$ cat src/core/adc_ctrl_cfg.svh
`ifndef ADC_CTRL_CFG_SVH
`define ADC_CTRL_CFG_SVH

`define ADR_REF_WIN      20'hf0010
`define ADR_UPPER_LIMIT  20'hf0011
`define ADR_LOWER_LIMIT  20'hf0012
`define ADR_TRIG_MODE    20'hfff32
`define ADR_RESULT_LO    20'hfff1e
`define ADR_RESULT_HI    20'hfff1f

`define RST_REF_WIN      8'h00
`define RST_TRIG_MODE    8'h00
`define RST_UPPER_LIMIT  8'hff
`define RST_LOWER_LIMIT  8'h00
`define RST_RESULT       16'h0000

`define TM_MODE_HI       7
`define TM_MODE_LO       6
`define TM_REPEAT        5
`define TM_SRC_HI        1
`define TM_SRC_LO        0
`define TM_WMASK         8'he3

`define RW_POS_HI        7
`define RW_POS_LO        6
`define RW_NEG           5
`define RW_INVERT        3
`define RW_WAKE          2
`define RW_RES8          0
`define RW_WMASK         8'hed

`define TRIG_BLANK_CYC   3'd4

`endif

$ cat src/core/adc_ctrl_pkg.sv
package adc_ctrl_pkg;
    typedef enum logic [1:0] {
        ST_IDLE = 2'b00,
        ST_CONV = 2'b01,
        ST_DONE = 2'b11
    } conv_state_e;
    typedef enum logic [1:0] {
        TRG_TIMER = 2'b00,
        TRG_EVENT = 2'b01,
        TRG_RTC   = 2'b10,
        TRG_ITV   = 2'b11
    } hw_src_e;
    typedef logic [9:0] result_t;
endpackage

$ cat src/core/adc_trigger_window_result_ctrl.sv
`timescale 1ns/1ns
`include "adc_ctrl_cfg.svh"
// Contract
// - repeat bit 0 runs sequential conversion in software trigger mode only, 1 runs one-shot.
// - source field picks timer, event link, rtc or interval timer trigger.
// - repeat rtc or interval trigger within three clocks ignored outside wake state.
// - plus reference: supply, external pin, internal 1.45 V; 11 prohibited.
// - minus reference is ground at 0, external pin at 1.
// - normal window: irq only when lower <= result <= upper.
// - inverted window: irq only when result below lower or above upper.
// - suppressed conversion leaves both result registers unchanged.
// - wake bit set: trigger in stop wakes and converts without cpu.
// - resolution bit 0 gives 10 bits, 1 gives 8 bits.
// - 16-bit result word from approximation register, low six bits zero.
// - upper eight bits at high byte, lower two at top of low byte.
// - 8-bit resolution returns zero in word bits 7 and 6.
// - read-only result byte holds upper eight result bits.
// - mode 00/01 software, 10 hardware no-wait, 11 hardware wait trigger.
module adc_trigger_window_result_ctrl (
    input  wire logic        core_clk_in,
    input  wire logic        rst_in,
    input  wire logic [19:0] addr_in,
    input  wire logic [7:0]  wdata_in,
    input  wire logic        wr_in,
    input  wire logic        rd_in,
    input  wire logic        conversion_run_in,
    input  wire logic        comparator_power_on_in,
    input  wire logic        sw_start_in,
    input  wire logic        stop_mode_in,
    input  wire logic        timer_ch1_irq_in,
    input  wire logic        event_link_unit_in,
    input  wire logic        rtc_irq_in,
    input  wire logic        interval_timer_irq_in,
    input  wire logic        conv_end_in,
    input  wire logic [9:0]  approximation_reg_in,
    output logic      [7:0]  rdata_out,
    output logic             conv_start_out,
    output logic             power_wait_out,
    output logic             stop_wake_convert_out,
    output logic             resolution_8bit_out,
    output logic      [1:0]  pos_ref_sel_out,
    output logic             neg_ref_ext_out,
    output logic             conversion_done_irq_out
);
    logic [7:0]  trig_mode_r, trig_mode_nxt;
    logic [7:0]  ref_win_r, ref_win_nxt;
    logic [7:0]  upper_r, upper_nxt;
    logic [7:0]  lower_r, lower_nxt;
    logic [2:0]  blank_r, blank_nxt;
    logic        stop_wake_convert_r, stop_wake_convert_nxt;
    adc_ctrl_pkg::conv_state_e st_r, st_nxt;
    logic        start_r, start_nxt;
    logic        wait_r, wait_nxt;
    logic        irq_r, irq_nxt;
    logic        pref_hi_r, pref_lo_r, nref_r, res8_r;
    logic [7:0]  rdata_r, rdata_nxt;
    logic        hw_sel, hw_mode, hw_wait, one_shot, hw_trig, fire;
    logic        in_window, pass, store;
    logic [15:0] word;
    logic [7:0]  byte_val;
    logic [7:0]  cmp;

    assign one_shot = trig_mode_r[`TM_REPEAT];
    assign hw_mode  = trig_mode_r[`TM_MODE_HI];
    assign hw_wait  = trig_mode_r[`TM_MODE_HI] & trig_mode_r[`TM_MODE_LO];

    always_comb begin
        case (adc_ctrl_pkg::hw_src_e'(trig_mode_r[`TM_SRC_HI:`TM_SRC_LO]))
            adc_ctrl_pkg::TRG_TIMER: hw_sel = timer_ch1_irq_in;
            adc_ctrl_pkg::TRG_EVENT: hw_sel = event_link_unit_in;
            adc_ctrl_pkg::TRG_RTC:   hw_sel = rtc_irq_in;
            adc_ctrl_pkg::TRG_ITV:   hw_sel = interval_timer_irq_in;
            default:                 hw_sel = 1'b0;
        endcase
    end

    // rtc and interval triggers blanked after the first
    assign hw_trig = hw_mode & hw_sel &
                     ((blank_r == 3'd0) | stop_wake_convert_r | ~trig_mode_r[`TM_SRC_HI]);

    always_comb begin
        blank_nxt = (blank_r != 3'd0) ? blank_r - 3'd1 : 3'd0;
        if (hw_trig && trig_mode_r[`TM_SRC_HI] && !stop_wake_convert_r) begin
            blank_nxt = `TRIG_BLANK_CYC - 3'd1;
        end
    end

    // wake bit plus stop: leave stop and convert without cpu
    assign stop_wake_convert_nxt = ref_win_r[`RW_WAKE] & stop_mode_in;

    assign fire = hw_mode ? hw_trig : sw_start_in;

    always_comb begin
        st_nxt    = st_r;
        start_nxt = 1'b0;
        wait_nxt  = 1'b0;
        case (st_r)
            adc_ctrl_pkg::ST_IDLE: begin
                if (fire && ((conversion_run_in && comparator_power_on_in) || stop_wake_convert_r)) begin
                    start_nxt = 1'b1;
                    wait_nxt  = hw_wait;
                    st_nxt    = adc_ctrl_pkg::ST_CONV;
                end
            end
            adc_ctrl_pkg::ST_CONV: begin
                if (conv_end_in) begin
                    st_nxt = adc_ctrl_pkg::ST_DONE;
                end
            end
            adc_ctrl_pkg::ST_DONE: begin
                if (!one_shot && conversion_run_in && !hw_mode) begin
                    start_nxt = 1'b1;
                    st_nxt    = adc_ctrl_pkg::ST_CONV;
                end else begin
                    st_nxt = adc_ctrl_pkg::ST_IDLE;
                end
            end
            default: st_nxt = adc_ctrl_pkg::ST_IDLE;
        endcase
    end

    // window compare on upper eight bits
    assign cmp       = approximation_reg_in[9:2];
    assign in_window = (lower_r <= cmp) && (cmp <= upper_r);
    assign pass      = ref_win_r[`RW_INVERT] ? ~in_window : in_window;
    assign store     = conv_end_in & (st_r == adc_ctrl_pkg::ST_CONV) & pass;
    assign irq_nxt   = store;

    always_comb begin
        trig_mode_nxt = trig_mode_r;
        ref_win_nxt   = ref_win_r;
        upper_nxt     = upper_r;
        lower_nxt     = lower_r;
        if (wr_in) begin
            case (addr_in)
                `ADR_TRIG_MODE:   trig_mode_nxt = wdata_in & `TM_WMASK;
                `ADR_REF_WIN:     ref_win_nxt   = wdata_in & `RW_WMASK;
                `ADR_UPPER_LIMIT: upper_nxt     = wdata_in;
                `ADR_LOWER_LIMIT: lower_nxt     = wdata_in;
                default:          trig_mode_nxt = trig_mode_r;
            endcase
        end
    end

    always_comb begin
        rdata_nxt = rdata_r;
        if (rd_in) begin
            case (addr_in)
                `ADR_TRIG_MODE:   rdata_nxt = trig_mode_r;
                `ADR_REF_WIN:     rdata_nxt = ref_win_r;
                `ADR_UPPER_LIMIT: rdata_nxt = upper_r;
                `ADR_LOWER_LIMIT: rdata_nxt = lower_r;
                `ADR_RESULT_LO:   rdata_nxt = word[7:0];
                `ADR_RESULT_HI:   rdata_nxt = byte_val;
                default:          rdata_nxt = 8'h00;
            endcase
        end
    end

    result_store u_store (
        .core_clk_in (core_clk_in),
        .rst_in      (rst_in),
        .load_in     (store),
        .res8_in     (ref_win_r[`RW_RES8]),
        .value_in    (approximation_reg_in),
        .word_out    (word),
        .byte_out    (byte_val)
    );

    always_ff @(posedge core_clk_in) begin
        if (rst_in) begin
            trig_mode_r <= `RST_TRIG_MODE;
            ref_win_r   <= `RST_REF_WIN;
            upper_r     <= `RST_UPPER_LIMIT;
            lower_r     <= `RST_LOWER_LIMIT;
            blank_r     <= 3'd0;
            stop_wake_convert_r    <= 1'b0;
            st_r        <= adc_ctrl_pkg::ST_IDLE;
            start_r     <= 1'b0;
            wait_r      <= 1'b0;
            irq_r       <= 1'b0;
            rdata_r     <= 8'h00;
            pref_hi_r   <= 1'b0;
            pref_lo_r   <= 1'b0;
            nref_r      <= 1'b0;
            res8_r      <= 1'b0;
        end else begin
            trig_mode_r <= trig_mode_nxt;
            ref_win_r   <= ref_win_nxt;
            upper_r     <= upper_nxt;
            lower_r     <= lower_nxt;
            blank_r     <= blank_nxt;
            stop_wake_convert_r    <= stop_wake_convert_nxt;
            st_r        <= st_nxt;
            start_r     <= start_nxt;
            wait_r      <= wait_nxt;
            irq_r       <= irq_nxt;
            rdata_r     <= rdata_nxt;
            pref_hi_r   <= ref_win_nxt[`RW_POS_HI];
            pref_lo_r   <= ref_win_nxt[`RW_POS_LO];
            nref_r      <= ref_win_nxt[`RW_NEG];
            res8_r      <= ref_win_nxt[`RW_RES8];
        end
    end

    assign rdata_out               = rdata_r;
    assign conv_start_out          = start_r;
    assign power_wait_out          = wait_r;
    assign stop_wake_convert_out   = stop_wake_convert_r;
    assign resolution_8bit_out     = res8_r;
    assign pos_ref_sel_out         = {pref_hi_r, pref_lo_r};
    assign neg_ref_ext_out         = nref_r;
    assign conversion_done_irq_out = irq_r;

    a_irq_window_pass: assert property (@(posedge core_clk_in) disable iff (rst_in)
        store |=> conversion_done_irq_out) else $error("irq missing on pass");
    a_irq_only_pass: assert property (@(posedge core_clk_in) disable iff (rst_in)
        conversion_done_irq_out |-> $past(pass) && $past(conv_end_in))
        else $error("irq without passing end");
    a_hold_on_fail: assert property (@(posedge core_clk_in) disable iff (rst_in)
        !store |=> $stable(word)) else $error("result changed on suppress");
    a_word_low_zero: assert property (@(posedge core_clk_in) disable iff (rst_in)
        word[5:0] == 6'h00) else $error("low bits nonzero");
    a_byte_is_top: assert property (@(posedge core_clk_in) disable iff (rst_in)
        byte_val == word[15:8]) else $error("byte mismatch");
    a_res8_zero_bits: assert property (@(posedge core_clk_in) disable iff (rst_in)
        store && ref_win_r[`RW_RES8] |=> word[7:6] == 2'h0)
        else $error("8-bit low bits set");
    a_irq_one_cycle: assert property (@(posedge core_clk_in) disable iff (rst_in)
        conversion_done_irq_out |=> !conversion_done_irq_out) else $error("irq too long");
    a_blank_rtc: assert property (@(posedge core_clk_in) disable iff (rst_in)
        hw_trig && trig_mode_r[`TM_SRC_HI] && !stop_wake_convert_r |=> !hw_trig [*3])
        else $error("rtc retrigger accepted");
    a_one_shot_stop: assert property (@(posedge core_clk_in) disable iff (rst_in)
        st_r == adc_ctrl_pkg::ST_DONE && one_shot |=> st_r == adc_ctrl_pkg::ST_IDLE)
        else $error("one-shot repeated");
    a_sw_no_hw: assert property (@(posedge core_clk_in) disable iff (rst_in)
        !hw_mode |-> !hw_trig) else $error("hw trigger in sw mode");
    a_ref_follows: assert property (@(posedge core_clk_in) disable iff (rst_in)
        ##1 pos_ref_sel_out == ref_win_r[7:6]) else $error("ref select stale");
    a_wake_flag: assert property (@(posedge core_clk_in) disable iff (rst_in)
        ref_win_r[`RW_WAKE] && stop_mode_in |=> stop_wake_convert_out)
        else $error("no wake convert");

    c_pass_irq: cover property (@(posedge core_clk_in) conversion_done_irq_out);
    c_suppress: cover property (@(posedge core_clk_in) conv_end_in && !pass);
    c_wake: cover property (@(posedge core_clk_in) stop_wake_convert_out && conv_start_out);
endmodule

$ cat src/core/result_store.sv
`timescale 1ns/1ns
`include "adc_ctrl_cfg.svh"
// result word and byte holder, loaded only on passing conversions
module result_store (
    input  wire logic        core_clk_in,
    input  wire logic        rst_in,
    input  wire logic        load_in,
    input  wire logic        res8_in,
    input  wire logic [9:0]  value_in,
    output logic      [15:0] word_out,
    output logic      [7:0]  byte_out
);
    logic [15:0] word_r;
    logic [15:0] word_nxt;

    always_comb begin
        word_nxt = word_r;
        if (load_in) begin
            word_nxt = {value_in, 6'h00};
            if (res8_in) begin
                word_nxt[7:6] = 2'h0;
            end
        end
    end

    always_ff @(posedge core_clk_in) begin
        if (rst_in) begin
            word_r <= `RST_RESULT;
        end else begin
            word_r <= word_nxt;
        end
    end

    assign word_out = word_r;
    assign byte_out = word_r[15:8];
endmodule

$ cat config.mk
export PLATFORM = sky130hd
export DESIGN_NAME = adc_trigger_window_result_ctrl
export DESIGN_NICKNAME = d
export VERILOG_FILES = /design/src/core/adc_ctrl_pkg.sv /design/src/core/adc_trigger_window_result_ctrl.sv /design/src/core/result_store.sv
export VERILOG_INCLUDE_DIRS = /design/src /design/src/core
export SDC_FILE = /design/constraint.sdc
export NUM_CORES = 1
export LEC_CHECK = 0
export BUFFER_PORTS_ARGS = -buffer_cell sky130_fd_sc_hd__buf_4
export CAP_MARGIN = 5
export CORE_ASPECT_RATIO = 1.4
export CORE_MARGIN = 5
export CORE_UTILIZATION = 30
export DETAILED_ROUTE_END_ITERATION = 10
export SKIP_CTS_REPAIR_TIMING = 1
export SLEW_MARGIN = 20
export SYNTH_ARGS = -nofsm -noshare
export SYNTH_HDL_FRONTEND = slang
export SYNTH_HIERARCHICAL = 1
export SYNTH_SLANG_ARGS = --single-unit
export TNS_END_PERCENT = 50
$ cat constraint.sdc
create_clock -name core_clk_in -period 4.15 [get_ports core_clk_in]
set_input_delay 0.83 -clock core_clk_in [delete_from_list [all_inputs] [get_ports core_clk_in]]
set_output_delay 0.83 -clock core_clk_in [all_outputs]
set_load 0.02 [all_outputs]
# == Word level (Yosys, flattened, before mapping) ==
# Index checks and enable logic that the tools add are counted.
# totals
regBits,58
in_bits,51
ram_bits,0
mem_bits_ro,0
mem_count,0
output_inout_bits,16
latchBits,0
elab_cells,85
# classes
eq_ne,13
n_bitwise,13
mux,16
n_reduce_logical,22
n_shift,0
addsub,1
n_mul,0
magnitude_cmp,2
div_mod_pow,0
# ops
op,count
"== test 20 bit, second input constant",6
one-hot mux 8 bit (6 select lines),1
<= comparator 8 bit,2
two-way mux 8 bit,2
two-way mux 2 bit,5
AND reduction 2 bit,5
logical AND 1 bit,7
AND 1 bit,6
"== test 2 bit, second input constant",3
one-hot mux 2 bit (3 select lines),1
OR reduction 3 bit,2
two-way mux 1 bit,5
inverter 1 bit,5
"== test 2 x 1 -> 1 bit, second input constant",2
logical NOT 2 bit,2
"inequality test 2 bit, second input constant",2
one-hot mux 1 bit (4 select lines),1
logical NOT 1 bit,3
logical NOT 3 bit,1
nonzero test 3 bit,1
"subtractor 3 x 1 -> 3 bit, second input constant",1
OR 1 bit,2
one-hot mux 1 bit (2 select lines),1
logical OR 1 bit,1

# == Longest topological paths before layout ==
# depth
word_depth,8
mapped_depth,11
depth_no_buf,10

# == By module ==
# Netlist, hierarchy kept.
# modules_own_cells
mod,cells_each,seq_area_each_um2,area_per_inst_um2,instances
adc_trigger_window_result_ctrl,297,880.8,2603.7,1
result_store,49,200.2,476.7,1

# == Worst setup path after synthesis ==
# Ideal clock, no wire load.
# synth_timing
path_kind,input to register
startpoint,input port addr_in[8]
endpoint,register upper_r[5]
path_buffers,1
t_required_ns,4.030
arrival_time_ns,2.350
path_stages,6
setup_slack_ns,1.681
setup_ns,0.120
cell_sequence,or4_1 -> nor4_4 -> and3_1 -> buf_4 -> nor2_1 -> a211o_1
# synth_between
elab_chain_cells,2
# synth_rtl
element,line_no,rtl
from (decl),adc_trigger_window_result_ctrl.sv:22,"input wire logic [19:0] addr_in,"
== test 20 bit,adc_trigger_window_result_ctrl.sv:135,case (addr_in)
AND reduction 2 bit (no line),n/a,
to (signal assigned),adc_trigger_window_result_ctrl.sv:174,upper_r <= `RST_UPPER_LIMIT;
to (signal assigned),adc_trigger_window_result_ctrl.sv:190,upper_r <= upper_nxt;
to (decl),adc_trigger_window_result_ctrl.sv:47,"logic [7:0] upper_r, upper_nxt;"
# Every way passes these cells.
# A chain may end at the register's enable or synchronous reset.

# == Final worst setup path ==
# Ends and elaborated chain as after synthesis.

==> results.yml <==
outcome:
  status: "completed"
timing:
  worstMarginPinSlew_ps: 638
  final.setup_skew_ps: 7.55
  hold_viol_final: 0
  fin_setup_tns_ps: 0
  report.final.slew_viol_count: 0
  grt_setup_unrepaired: "no"
  highest_clock_frequency_the_design_can_meet_ghz: 0.358
  maxSlewHeadroom_pct: 57.5
  finalCriticalPeriod_ps: 2790
  fin_crit_sh_pct: 67.3
  hold-worst-slack_ps: 465
  final-setup-viol-count: 0
worst_setup_path:
  required_ps: 4340
  crit_slowest_cell: "sky130_fd_sc_hd__and3_1"
  worst-r2r-setup-slack_ps: 1820
  endpoint: "upper_r[5]"
  endpoint_kind: "flip-flop"
  crit_path_cell_trace: "buf_4 > or4_1 > nor4_4 > and3_1 > nor2_1 > a211o_1"
  worst-endpoint-arrival_ps: 2980
  crit_start: "addr_in[8]"
  rr_worst_depth: 10
  critPathMaxStageDelay_ps: 640
  r2r-start: "upper_r[1]"
  worst_setup_path_type: "in -> reg"
  endpoint_of_the_most_critical_register_to_register_path: "u_store/word_out[6]"
  timing.critical_path.from_type: "input pin"
  worst_path_maximum_fanout: 16
final_layout:
  nets: 464
  layout_common_cells: "sky130_fd_sc_hd__buf_4, sky130_fd_sc_hd__dfxtp_1, sky130_fd_sc_hd__nor2_1, sky130_fd_sc_hd__mux2i_1, sky130_fd_sc_hd__nand2_1"
  area.growth.synth_to_final_pct: 23.9
  layout.core_utilization_pct: 37.8
  regArea_sq_um: 1080
  n_antenna_cell: 0
  multi_input_combinational_cell_area_sq_um: 1730
  post_route_cells_drive_above_1_share_pct: 23.8
  final_common_cell: "sky130_fd_sc_hd__buf_4"
  stdcell_area_sq_um: 3740
  fill_cells: 1047
route:
  dr.first_iter.drc_count: 190
  wl_um: 8340
  via_per_inst: 4.94
  residual_antenna_violating_net_count_after_detailed_routing: 0
  avgRoutedWirePerCell_um: 15.7
  drt-pass1-iter-count: 4
  drc: 0
  via_count: 2618
global_route:
  gr-total-overflow: 0
  globalRouteTotalUtil_pct: 14.1
  grt_pass1_vias: 2686
  first_pass_grt_wire_length_um: 13300
  grt_start_max_net_pins: 50
  antenna_found_initial: 0
clock_tree:
  clock_tree_from_tritoncts: "built"
  cts.reportedPaths.clkPinSlew_ps: 70
  insertion_delay_ps: 300
  cts-root-to-sink-buffers: 2
  cts_root_buffer: "sky130_fd_sc_hd__clkbuf_16"
  cts_sinks: 54
  cts_buffers: 5
  cts.htree.levels: 2
floorplan:
  die_h_um: 129
  rows: 43
  die_area_sq_um: 12200
  io_pins: 67
  floorplan.initialDensity_pct: 30.5
  core_area_sq_um: 9900
  fp.dieW_um: 94.8
placement:
  placed_cell_area_sq_um: 3560
  place.detailed.hpwl_um: 6670
  routabilityCongestion: 0.869
  numPortBuffers: 66
power_and_ir_drop:
  power_density_nw_per_um2: 340
  p_leak_nw: 1.69
  ir_drop_uv: 220
  design_power_total_mw: 1.27
synthesis:
  syn-instance-count: 338
  postSynthAreaPerCell_sq_um: 8.94
  synthesis.area_sq_um: 3020
  yosys_warn_count: 6
job:
  maxCapViolations: 0
hold_path:
  worst_hold_path_type: "reg -> reg"
==> worst min path at each step <==
stage | startpoint | endpoint | cells past startpoint
finish | trig_mode_r[6] | power_wait_out | 2
global route | trig_mode_r[6] | power_wait_out | 2
CTS | trig_mode_r[6] | power_wait_out | 2
detailed placement | trig_mode_r[6] | power_wait_out | 2
global placement | trig_mode_r[6] | power_wait_out | 2
floorplan | trig_mode_r[6] | power_wait_out | 2
==> final cells by class <==
| type | count | share of cell area, % |
|---|---|---|
| Clock inverter | 2 | 1.04 |
| Sequential cell | 54 | 28.9 |
| Inverter | 21 | 2.11 |
| Clock buffer | 6 | 3.71 |
| Timing Repair Buffer | 67 | 13.4 |
| Multi-Input combinational cell | 245 | 46.3 |
| Tap cell | 135 | 4.51 |
==> metal layers <==
metal | track usage [%] | share of wire [%] | vias to the layer above
met2 | 25.3 | 51 | 67
met4 | 5.52 | 2.7 | 0
met5 | 0 | 0 | -
met3 | 3.16 | 5.4 | 12
met1 | 16.0 | 41 | 1233
li1 | - | - | 1306
==> worst max-delay path, delay by kind of cell <==
kind | cells | cell delay [ps]
AND/OR/NAND/NOR | 4 | 1750
buffers and inverters | 1 | 110
AO/OA/AOI/OAI | 1 | 290
==> sequential cells by signal, indices dropped and copies added, names as in the netlist <==
register	cells
ref_win_r	6
lower_r	8
conversion_done_irq_out	1
conv_start_out	1
u_store/word_out	10
upper_r	8
st_r	2
stop_wake_convert_out	1
power_wait_out	1
trig_mode_r	5
blank_r	3
rdata_out	8
==> stage by stage <==
| step | setup slack [ps] | std cells |
|---|---|---|
| after global placement | 1090 | 522 |
| final | 1360 | 530 |
| after CTS | 1380 | 530 |
| after global routing | 1220 | 530 |
| after detailed placement | 1070 | 522 |
| after floorplan | 1680 | 343 |
==> report_power, final <==
| group | internal (mW) | switching (mW) | total, mW |
|---|---|---|---|
| Clock | 0.304 | 0.196 | 0.500 |
| Combinational | 0.101 | 0.115 | 0.216 |
| Sequential | 0.541 | 0.0160 | 0.557 |
| Total | 0.946 | 0.327 | 1.27 |
(Power assumes the default switching activity.)
